`config.mk`:
```
export PLATFORM = sky130hd
export DESIGN_NAME = amp_i2c_control_slave
export DESIGN_NICKNAME = d
export VERILOG_FILES = /design/src/rtl/amp_i2c_control_slave.v
export VERILOG_INCLUDE_DIRS = /design/src /design/src/rtl
export SDC_FILE = /design/constraint.sdc
export NUM_CORES = 1
export LEC_CHECK = 0
export BUFFER_PORTS_ARGS = -buffer_cell sky130_fd_sc_hd__buf_2
export CORE_MARGIN = 3
export CORE_UTILIZATION = 40
export DETAILED_ROUTE_END_ITERATION = 10
export GPL_ROUTABILITY_DRIVEN = 0
export GPL_TIMING_DRIVEN = 0
export PLACE_DENSITY = 0.68
export SLEW_MARGIN = 20
export SYNTH_ARGS = -nofsm -noshare
export SYNTH_HDL_FRONTEND = slang
export SYNTH_SLANG_ARGS = --single-unit
```
`constraint.sdc`:
```
create_clock -name sys_clk -period 4.6 [get_ports sys_clk]
set_input_delay 0.69 -clock sys_clk [delete_from_list [all_inputs] [get_ports sys_clk]]
set_output_delay 0.69 -clock sys_clk [all_outputs]
set_load 0.01 [all_outputs]
```
`src/rtl/amp_ctl_consts.vh`:
```
// Constants for the amplifier control port two-wire slave
`ifndef AMP_CTL_CONSTS_VH
`define AMP_CTL_CONSTS_VH
`define ADDR_UPPER          5'h0D
`define REG_SYSTEM_INTERRUPT_REG          8'h02
`define REG_SUPPLY          8'h21
`define REG_HEAT            8'h22
`define REG_ID              8'h00
`define UNDERVOLTAGE_INT_FLAG_BIT            14
`define SYS_CLK_NS          40
`define MIN_SCL_PERIOD_NS   2500
`define MIN_SCL_CYC         ((`MIN_SCL_PERIOD_NS + `SYS_CLK_NS - 1) / `SYS_CLK_NS)
`endif

```
`src/rtl/amp_i2c_control_slave.v`:
```
// Two-wire control slave of the amplifier with its status readouts
`timescale 1ns/100ps
`include "amp_ctl_consts.vh"
// Notes on behaviour
// - Slave only; bus clock sampled at 25 MHz supports 400 kHz operation.
// - Answers 7-bit address 01101 plus select pins bit1, bit0.
// - Data driven changes only while clock is low.
// - Data falling while clock high is taken as start.
// - Data rising while clock high is taken as stop.
// - Device pulls data low during ninth clock after master's eight bits.
// - Read: eight bits out, release line, sample master acknowledge.
// - Master acknowledge without stop continues with next byte.
// - Missing master acknowledge: release line, idle until stop.
// - Undervoltage flag set by event, cleared when interrupt register read.
// - Supply level is unsigned ten-bit code, all-ones means 6.025 V.
// - Die temperature reported as two's complement code.
// - Register pointer advances by one per further written value.
// - Data change while clock high mid-transfer abandons the transaction.
module amp_i2c_control_slave #(
  parameter ID_CODE = 16'h0A5C  // Arbitrary identity value
) (
  // Clock and reset
  input  wire        sys_clk,
  input  wire        rst_n,
  // Bus pins (open drain)
  input  wire        scl_in,
  input  wire        sda_in,
  output wire        sda_out,
  output wire        sda_oe_n,
  // Address straps
  input  wire        addr_select_bit0_pin,
  input  wire        addr_select_bit1_pin,
  // Status sources
  input  wire        undervoltage_event,
  input  wire [9:0]  supply_level_code,
  input  wire [7:0]  die_heat_code,
  // Register write port
  output reg         wr_strobe,
  output reg  [7:0]  wr_addr,
  output reg  [15:0] wr_data,
  // Status outputs
  output reg         undervoltage_int_flag,
  output wire        busy
);

  localparam ST_IDLE = 6'h01;
  localparam ST_ADDR = 6'h02;
  localparam ST_WR   = 6'h04;
  localparam ST_RD   = 6'h08;
  localparam ST_MACK = 6'h10;
  localparam ST_WAIT = 6'h20;

  // Two-stage synchronisers for pins
  reg [1:0] scl_sync;
  reg [1:0] sda_sync;
  reg [1:0] sel_sync0;
  reg [1:0] sel_sync1;
  reg       scl_d;
  reg       sda_d;
  always @(posedge sys_clk) begin
    if (!rst_n) begin
      scl_sync  <= 2'h3;
      sda_sync  <= 2'h3;
      sel_sync0 <= 2'h0;
      sel_sync1 <= 2'h0;
      scl_d     <= 1'b1;
      sda_d     <= 1'b1;
    end else begin
      scl_sync  <= {scl_sync[0], scl_in};
      sda_sync  <= {sda_sync[0], sda_in};
      sel_sync0 <= {sel_sync0[0], addr_select_bit0_pin};
      sel_sync1 <= {sel_sync1[0], addr_select_bit1_pin};
      scl_d     <= scl_sync[1];
      sda_d     <= sda_sync[1];
    end
  end

  wire scl = scl_sync[1];
  wire sda = sda_sync[1];
  wire scl_rise = scl & ~scl_d;
  wire scl_fall = ~scl & scl_d;
  wire start_det = scl & scl_d & sda_d & ~sda;
  wire stop_det  = scl & scl_d & ~sda_d & sda;
  wire [6:0] my_addr = {`ADDR_UPPER, sel_sync1[1], sel_sync0[1]};

  reg [5:0]  state;
  reg [3:0]  bitcnt;     // 0..7 data bits, 8 is the ack slot
  reg [7:0]  shreg;
  reg        rw;
  reg        drive_low;
  reg [7:0]  reg_ptr;
  reg [1:0]  wr_phase;   // 0 address, 1 high byte, 2 low byte
  reg [7:0]  hi_byte;
  reg        rd_lo;
  reg [15:0] rd_word;
  reg        system_interrupt_reg_read;

  // Read mux of the status registers
  function [15:0] read_reg;
    input [7:0] a;
    begin
      case (a)
        `REG_ID:     read_reg = ID_CODE;
        `REG_SYSTEM_INTERRUPT_REG: read_reg = {1'b0, undervoltage_int_flag, 14'h0000};
        `REG_SUPPLY: read_reg = {6'h00, supply_level_code};
        `REG_HEAT:   read_reg = {{8{die_heat_code[7]}}, die_heat_code};
        default:     read_reg = 16'h0000;
      endcase
    end
  endfunction

  // Word at the pointer and at the next offset, loaded into the shifter
  wire [15:0] rd_cur  = read_reg(reg_ptr);
  wire [15:0] rd_next = read_reg(reg_ptr + 8'h01);

  assign sda_out  = 1'b0;
  assign sda_oe_n = ~drive_low;  // Open drain: only ever pulls low
  assign busy     = (state != ST_IDLE);

  // Protocol engine; actions on SCL edges, drive changes on falling edge
  always @(posedge sys_clk) begin
    if (!rst_n) begin
      state       <= ST_IDLE;
      bitcnt      <= 4'h0;
      shreg       <= 8'h00;
      rw          <= 1'b0;
      drive_low   <= 1'b0;
      reg_ptr     <= 8'h00;
      wr_phase    <= 2'h0;
      hi_byte     <= 8'h00;
      rd_lo       <= 1'b0;
      rd_word     <= 16'h0000;
      wr_strobe   <= 1'b0;
      wr_addr     <= 8'h00;
      wr_data     <= 16'h0000;
      system_interrupt_reg_read <= 1'b0;
    end else begin
      wr_strobe   <= 1'b0;
      system_interrupt_reg_read <= 1'b0;
      if (start_det) begin
        // Start or repeated start; mid-transfer glitch also lands here
        state     <= ST_ADDR;
        bitcnt    <= 4'hF;  // The clock fall that ends the start wraps this to zero
        drive_low <= 1'b0;
      end else if (stop_det) begin
        state     <= ST_IDLE;
        drive_low <= 1'b0;
      end else begin
        case (state)
          ST_IDLE: drive_low <= 1'b0;
          ST_ADDR, ST_WR: begin
            if (scl_rise && bitcnt < 4'h8)
              shreg <= {shreg[6:0], sda};
            if (scl_fall) begin
              if (bitcnt == 4'h7) begin
                bitcnt <= 4'h8;
                if (state == ST_ADDR) begin
                  if (shreg[7:1] == my_addr) begin
                    drive_low <= 1'b1;
                    rw        <= shreg[0];
                  end else
                    state <= ST_WAIT;
                end else
                  drive_low <= 1'b1;
              end else if (bitcnt == 4'h8) begin
                drive_low <= 1'b0;
                bitcnt    <= 4'h0;
                if (state == ST_ADDR) begin
                  wr_phase <= 2'h0;
                  if (rw) begin
                    state     <= ST_RD;
                    rd_word   <= rd_cur;
                    rd_lo     <= 1'b0;
                    system_interrupt_reg_read <= (reg_ptr == `REG_SYSTEM_INTERRUPT_REG);
                    drive_low <= ~rd_cur[15];
                  end else
                    state <= ST_WR;
                end else begin
                  // Byte written by master
                  case (wr_phase)
                    2'h0: begin
                      reg_ptr  <= shreg;
                      wr_phase <= 2'h1;
                    end
                    2'h1: begin
                      hi_byte  <= shreg;
                      wr_phase <= 2'h2;
                    end
                    default: begin
                      wr_strobe <= 1'b1;
                      wr_addr   <= reg_ptr;
                      wr_data   <= {hi_byte, shreg};
                      reg_ptr   <= reg_ptr + 8'h01;
                      wr_phase  <= 2'h1;
                    end
                  endcase
                end
              end else
                bitcnt <= bitcnt + 4'h1;
            end
          end
          ST_RD: begin
            if (scl_fall) begin
              if (bitcnt == 4'h7) begin
                bitcnt    <= 4'h8;
                drive_low <= 1'b0;  // Release for master ack
                state     <= ST_MACK;
              end else begin
                bitcnt    <= bitcnt + 4'h1;
                drive_low <= ~rd_word[4'hE - bitcnt];
              end
            end
          end
          ST_MACK: begin
            if (scl_rise && bitcnt == 4'h8) begin
              if (sda)
                state <= ST_WAIT;
              else begin
                bitcnt <= 4'h9;  // Ack seen; the first bit goes out on the next fall
                if (rd_lo) begin
                  reg_ptr     <= reg_ptr + 8'h01;
                  rd_word     <= rd_next;
                  system_interrupt_reg_read <= ((reg_ptr + 8'h01) == `REG_SYSTEM_INTERRUPT_REG);
                end else
                  rd_word <= {rd_word[7:0], 8'h00};
                rd_lo <= ~rd_lo;
              end
            end else if (scl_fall && bitcnt == 4'h9) begin
              // Leading bit of the continued byte, driven while the clock is low
              state     <= ST_RD;
              bitcnt    <= 4'h0;
              drive_low <= ~rd_word[15];
            end
          end
          ST_WAIT: drive_low <= 1'b0;
          default: state <= ST_IDLE;
        endcase
      end
    end
  end

  // Sticky undervoltage flag; a new event wins over the read clear
  always @(posedge sys_clk) begin
    if (!rst_n)
      undervoltage_int_flag <= 1'b0;
    else if (undervoltage_event)
      undervoltage_int_flag <= 1'b1;
    else if (system_interrupt_reg_read)
      undervoltage_int_flag <= 1'b0;
  end

endmodule

```
==> flow_summary.html <==
<table>
<tr><th>Metric</th><th>Value</th></tr>
<tr><th colspan="2">Worst setup path</th></tr>
<tr><td>Maximum cell stage delay along the critical path</td><td>between 600 and 700 ps</td></tr>
<tr><td>Crit path DAT</td><td>between 3000 and 4000 ps</td></tr>
<tr><td>Required time at the endpoint of the critical path</td><td>4830 ps</td></tr>
<tr><td>Max stage delay cell, worst path</td><td>sky130_fd_sc_hd__o2111ai_1</td></tr>
<tr><td>Element type at the critical path end</td><td>register</td></tr>
<tr><td>Worst setup SP type</td><td>register</td></tr>
<tr><td>Ordered list of cells on the worst path</td><td>buf_4, nor2_1, clkbuf_1, nand2_1, o2111ai_1, clkbuf_1, nor2_1, o31a_1</td></tr>
<tr><td>Peak fanout along the critical path</td><td>10</td></tr>
<tr><td>Category of the critical setup timing path</td><td>reg -&gt; reg</td></tr>
<tr><th colspan="2">CTS</th></tr>
<tr><td>Maximum level of the CTS H-tree</td><td>3</td></tr>
<tr><td>Number of sinks handled by clock tree synthesis</td><td>between 90 and 100</td></tr>
<tr><td>Postcts setup bufs</td><td>0</td></tr>
<tr><td>TritonCTS clock tree</td><td>built</td></tr>
<tr><td>Hold-fix buffers, CTS</td><td>0</td></tr>
<tr><td>Post-cts gate resize count</td><td>0</td></tr>
<tr><td>Root buffer cell</td><td>sky130_fd_sc_hd__clkbuf_16</td></tr>
<tr><td>Clk Latency, worst-skew pair</td><td>around 350 ps</td></tr>
<tr><td>Maximum root-to-sink buffer count</td><td>2</td></tr>
<tr><td>Clock buffers created by TritonCTS</td><td>9</td></tr>
<tr><td>Clock slew seen by the registers of the worst setup and hold paths</td><td>80 ps</td></tr>
<tr><th colspan="2">Floorplan</th></tr>
<tr><td>Number of standard-cell rows in the floorplan</td><td>39</td></tr>
<tr><td>Effective utilization at floorplan</td><td>a little over two fifths</td></tr>
<tr><td>Area of the die</td><td>~0.013 mm²</td></tr>
<tr><td>Die span in x</td><td>roughly 120 µm</td></tr>
<tr><td>Floorplan Core Area</td><td>~0.012 mm²</td></tr>
<tr><td>Top-Level Pins</td><td>54</td></tr>
<tr><td>Height of the chip</td><td>between 100 and 150 µm</td></tr>
<tr><th colspan="2">Placed design</th></tr>
<tr><td>Post-detailed-placement half-perimeter wirelength</td><td>around 9600 µm</td></tr>
<tr><td>Worst setup slack after placement</td><td>1760 ps</td></tr>
<tr><td>Total of buffers placed on input and output ports</td><td>52</td></tr>
<tr><th colspan="2">Timing</th></tr>
<tr><td>Tmin final</td><td>2960 ps</td></tr>
<tr><td>Highest clock rate</td><td>around 340 MHz</td></tr>
<tr><td>Pins Over Slew Limit</td><td>0</td></tr>
<tr><td>Worst max-slew margin expressed relative to the limit</td><td>53.1%</td></tr>
<tr><td>Setup tns final</td><td>0 ps</td></tr>
<tr><td>Actual slew at the worst max-slew pin</td><td>~700 ps</td></tr>
<tr><td>Post-route clock skew</td><td>between 10 and 15 ps</td></tr>
<tr><td>Final hold vios</td><td>0</td></tr>
<tr><td>Minimum setup slack in the final design</td><td>about 1600 ps</td></tr>
<tr><td>Post-route worst hold slack</td><td>~410 ps</td></tr>
<tr><td>RSZ-0062 raised after global routing</td><td>no</td></tr>
<tr><td>Final worst path period share</td><td>approximately 64%</td></tr>
<tr><td>Setup Viol. Count Final</td><td>0</td></tr>
<tr><th colspan="2">Detailed routing</th></tr>
<tr><td>Met3 Wirelength</td><td>roughly 860 µm</td></tr>
<tr><td>Total wirelength of the detailed-routed design</td><td>approximately 13,000 µm</td></tr>
<tr><td>Final routed wire length divided by cell count</td><td>16.2 µm</td></tr>
<tr><td>Number of detailed-routing iterations run before antenna repair</td><td>5</td></tr>
<tr><td>Total via count after detailed routing</td><td>4,730</td></tr>
<tr><td>Total routed wire length on the met1 layer</td><td>approximately 6000 µm</td></tr>
<tr><td>Residual antenna-violating net count after detailed routing</td><td>0</td></tr>
<tr><td>Initial detailed-routing violation count</td><td>roughly 380</td></tr>
<tr><td>Wire length on met2</td><td>around 6100 µm</td></tr>
<tr><td>Post-DR vias/cell</td><td>approximately 5.8</td></tr>
<tr><td>DRC violations left</td><td>0</td></tr>
<tr><td>Highest metal layer with signal wires</td><td>met4</td></tr>
<tr><th colspan="2">Pwr</th></tr>
<tr><td>Peak supply drop</td><td>about 0.18 mV</td></tr>
<tr><td>Reported leakage power</td><td>2.18 nW</td></tr>
<tr><td>Total power divided by cell area</td><td>~330 mW/mm²</td></tr>
<tr><th colspan="2">Synth</th></tr>
<tr><td>Post-synth top area share</td><td>a little under two fifths</td></tr>
<tr><td>Synthesized cell area</td><td>around 0.0048 mm²</td></tr>
<tr><td>Fraction of registers with async set/reset</td><td>0%</td></tr>
<tr><td>Ys flop type</td><td>sky130_fd_sc_hd__dfxtp_1</td></tr>
<tr><td>Post-Synthesis Net Count</td><td>between 600 and 700</td></tr>
<tr><td>Cells taking the most area after synthesis</td><td>sky130_fd_sc_hd__dfxtp_1 38%, sky130_fd_sc_hd__a21oi_1 7.2%, sky130_fd_sc_hd__nand2_1 6.0%, sky130_fd_sc_hd__mux2i_1 4.5%, sky130_fd_sc_hd__nor2_1 4.3%</td></tr>
<tr><td>Number of enable flip-flop cells after synthesis</td><td>0</td></tr>
<tr><td>Top cells by instance count after synthesis</td><td>92 x sky130_fd_sc_hd__dfxtp_1, 77 x sky130_fd_sc_hd__nand2_1, 70 x sky130_fd_sc_hd__a21oi_1, 56 x sky130_fd_sc_hd__nor2_1, 39 x sky130_fd_sc_hd__o21ai_0</td></tr>
<tr><td>Cell taking the most area after synthesis</td><td>sky130_fd_sc_hd__dfxtp_1</td></tr>
<tr><td>Post-synthesis cell type count</td><td>64</td></tr>
<tr><td>Number of synthesized register bits</td><td>92</td></tr>
<tr><td>Post-synthesis area per instance</td><td>around 8.0 µm²</td></tr>
<tr><td>Sequential fraction of the synthesis area</td><td>38.0%</td></tr>
<tr><td>Warnings from Yosys</td><td>0</td></tr>
<tr><td>Leading cell type by number of instances after synthesis</td><td>sky130_fd_sc_hd__dfxtp_1</td></tr>
<tr><td>Synth Instances</td><td>approximately 610</td></tr>
<tr><th colspan="2">Global route</th></tr>
<tr><td>Via count of the first global-routing pass</td><td>between 4,000 and 5,000</td></tr>
<tr><td>Total grt overflow</td><td>0</td></tr>
<tr><td>First-pass GRT wire length</td><td>about 22,000 µm</td></tr>
<tr><td>Pin count of the biggest net entering global routing</td><td>20</td></tr>
<tr><td>Gr usage total</td><td>about a fifth</td></tr>
<tr><td>Initial antenna violation count</td><td>0</td></tr>
<tr><th colspan="2">Final layout</th></tr>
<tr><td>Share of post-route cells with drive strength above 1</td><td>between 10% and 20%</td></tr>
<tr><td>Number of filler instances in the final layout</td><td>between 1,000 and 1,500</td></tr>
<tr><td>Number of antenna repair diodes</td><td>0</td></tr>
<tr><td>Layout Area Growth over Synthesis</td><td>15.3%</td></tr>
<tr><td>Final layout net count</td><td>around 700</td></tr>
<tr><th colspan="2">Hold path</th></tr>
<tr><td>HP Class</td><td>reg -&gt; reg</td></tr>
<tr><th colspan="2">Run status</th></tr>
<tr><td>Outcome</td><td>finished clean</td></tr>
<tr><th colspan="2">Job</th></tr>
<tr><td>Max-cap violations</td><td>0</td></tr>
</table>
-- report_power, final --
| part | switching [mW] | internal (mW) |
|---|---|---|
| combinational | 0.160 | 0.102 |
| sequential | 0.0202 | 0.813 |
| clock | 0.362 | 0.384 |
| total | 0.542 | 1.30 |
-- per-stage QoR --
step | cell area [µm²] | utilization (%) | total power [mW] | cells
2_1_floorplan | 4840 | - | 1.03 | 606
3_3_place_gp | 5280 | 45.5 | 1.10 | 801
3_5_place_dp | 5280 | 45.5 | 1.11 | 801
4_1_cts | 5590 | 48.1 | 1.85 | 817
5_1_grt | 5590 | 48.1 | 1.92 | 817
6_report | 5590 | 48.1 | 1.84 | 817
-- logic make-up after synthesis --
family | Yosys count | share of synthesized area (%)
AO/OA/AOI/OAI | 168 | 20.8
adder cells (fa/ha/maj) | 7 | 1.81
XOR/XNOR | 12 | 2.17
flip-flops | 92 | 38.0
multiplexers | 28 | 7.10
buffers and inverters | 58 | 5.01
other | 1 | 0.0774
AND/OR/NAND/NOR | 240 | 25.0
-- critical path, delay by kind of cell (launching register included) --
family	cells	cell delay, ps
flops	1	320
simple gates	3	630
buf+inv	3	1000
compound gates	2	880
-- registers in the layout (all words and copies together) (netlist names), 2 cells and up --
signal,count
wr_addr,8
sel_sync0,2
wr_data,16
rd_word,16
wr_phase,2
shreg,8
sel_sync1,2
hi_byte,8
state,6
sda_sync,2
bitcnt,4
reg_ptr,8
scl_sync,2
-- layer usage --
layer | up-vias | track usage [%]
met4 | 0 | 5.72
met3 | 29 | 3.66
met1 | 2228 | 27.1
met2 | 192 | 32.1
met5 | - | 0
li1 | 2281 | -
-- area by class of cell --
cell class              instances  area (µm²)  share of cell area, %
repair buffers                 52         260                   4.66
well taps                     143         179                   3.20
clock buffers                   9         225                   4.03
plain buffers                  46         198                   3.54
multi-input cells             456        2760                   49.4
clock inverters                 7        78.8                   1.41
flip-flops and latches         92        1840                   33.0
inverters                      12        45.0                  0.806
-- worst paths after layout --
check	cells after the start	slack, ps	startpoint	to
min reg2reg	1	410	scl_sync[0]	scl_sync[1]
min	1	410	scl_sync[0]	scl_sync[1]
max	8	1640	state[2]	reg_ptr[0]
max reg2reg	8	1640	state[2]	reg_ptr[0]
-- placed cells by master (no fill, tap or decap), types with 4 or more instances in the layout --
| cell type | netlist | routed |
|---|---|---|
| sky130_fd_sc_hd__buf_2 | 5 | 57 |
| sky130_fd_sc_hd__nor4_1 | 5 | 5 |
| sky130_fd_sc_hd__a22oi_1 | 8 | 8 |
| sky130_fd_sc_hd__a211oi_1 | 7 | 7 |
| sky130_fd_sc_hd__a21oi_1 | 70 | 70 |
| sky130_fd_sc_hd__or2_2 | 6 | 6 |
| sky130_fd_sc_hd__a31oi_1 | 6 | 6 |
| sky130_fd_sc_hd__a22o_1 | 7 | 7 |
| sky130_fd_sc_hd__nand2b_1 | 9 | 9 |
| sky130_fd_sc_hd__nand4_1 | 8 | 8 |
| sky130_fd_sc_hd__nor2b_1 | 6 | 6 |
| sky130_fd_sc_hd__o22ai_1 | 4 | 4 |
| sky130_fd_sc_hd__nand3b_1 | 6 | 6 |
| sky130_fd_sc_hd__clkbuf_16 | 0 | 9 |
| sky130_fd_sc_hd__nand2_1 | 77 | 77 |
| sky130_fd_sc_hd__mux4_2 | 5 | 5 |
| sky130_fd_sc_hd__ha_1 | 7 | 7 |
| sky130_fd_sc_hd__nor3b_1 | 4 | 4 |
| sky130_fd_sc_hd__o21ai_0 | 39 | 39 |
| sky130_fd_sc_hd__clkbuf_1 | 35 | 35 |
| sky130_fd_sc_hd__dfxtp_1 | 92 | 92 |
| sky130_fd_sc_hd__nor3_1 | 14 | 14 |
| sky130_fd_sc_hd__and3_1 | 6 | 6 |
| sky130_fd_sc_hd__nand3_1 | 16 | 16 |
| sky130_fd_sc_hd__and2_1 | 8 | 8 |
| sky130_fd_sc_hd__nor2_1 | 56 | 56 |
| sky130_fd_sc_hd__inv_1 | 10 | 10 |
| sky130_fd_sc_hd__xor2_1 | 9 | 9 |
| sky130_fd_sc_hd__mux2i_1 | 22 | 22 |
(Power assumes the default switching activity.)
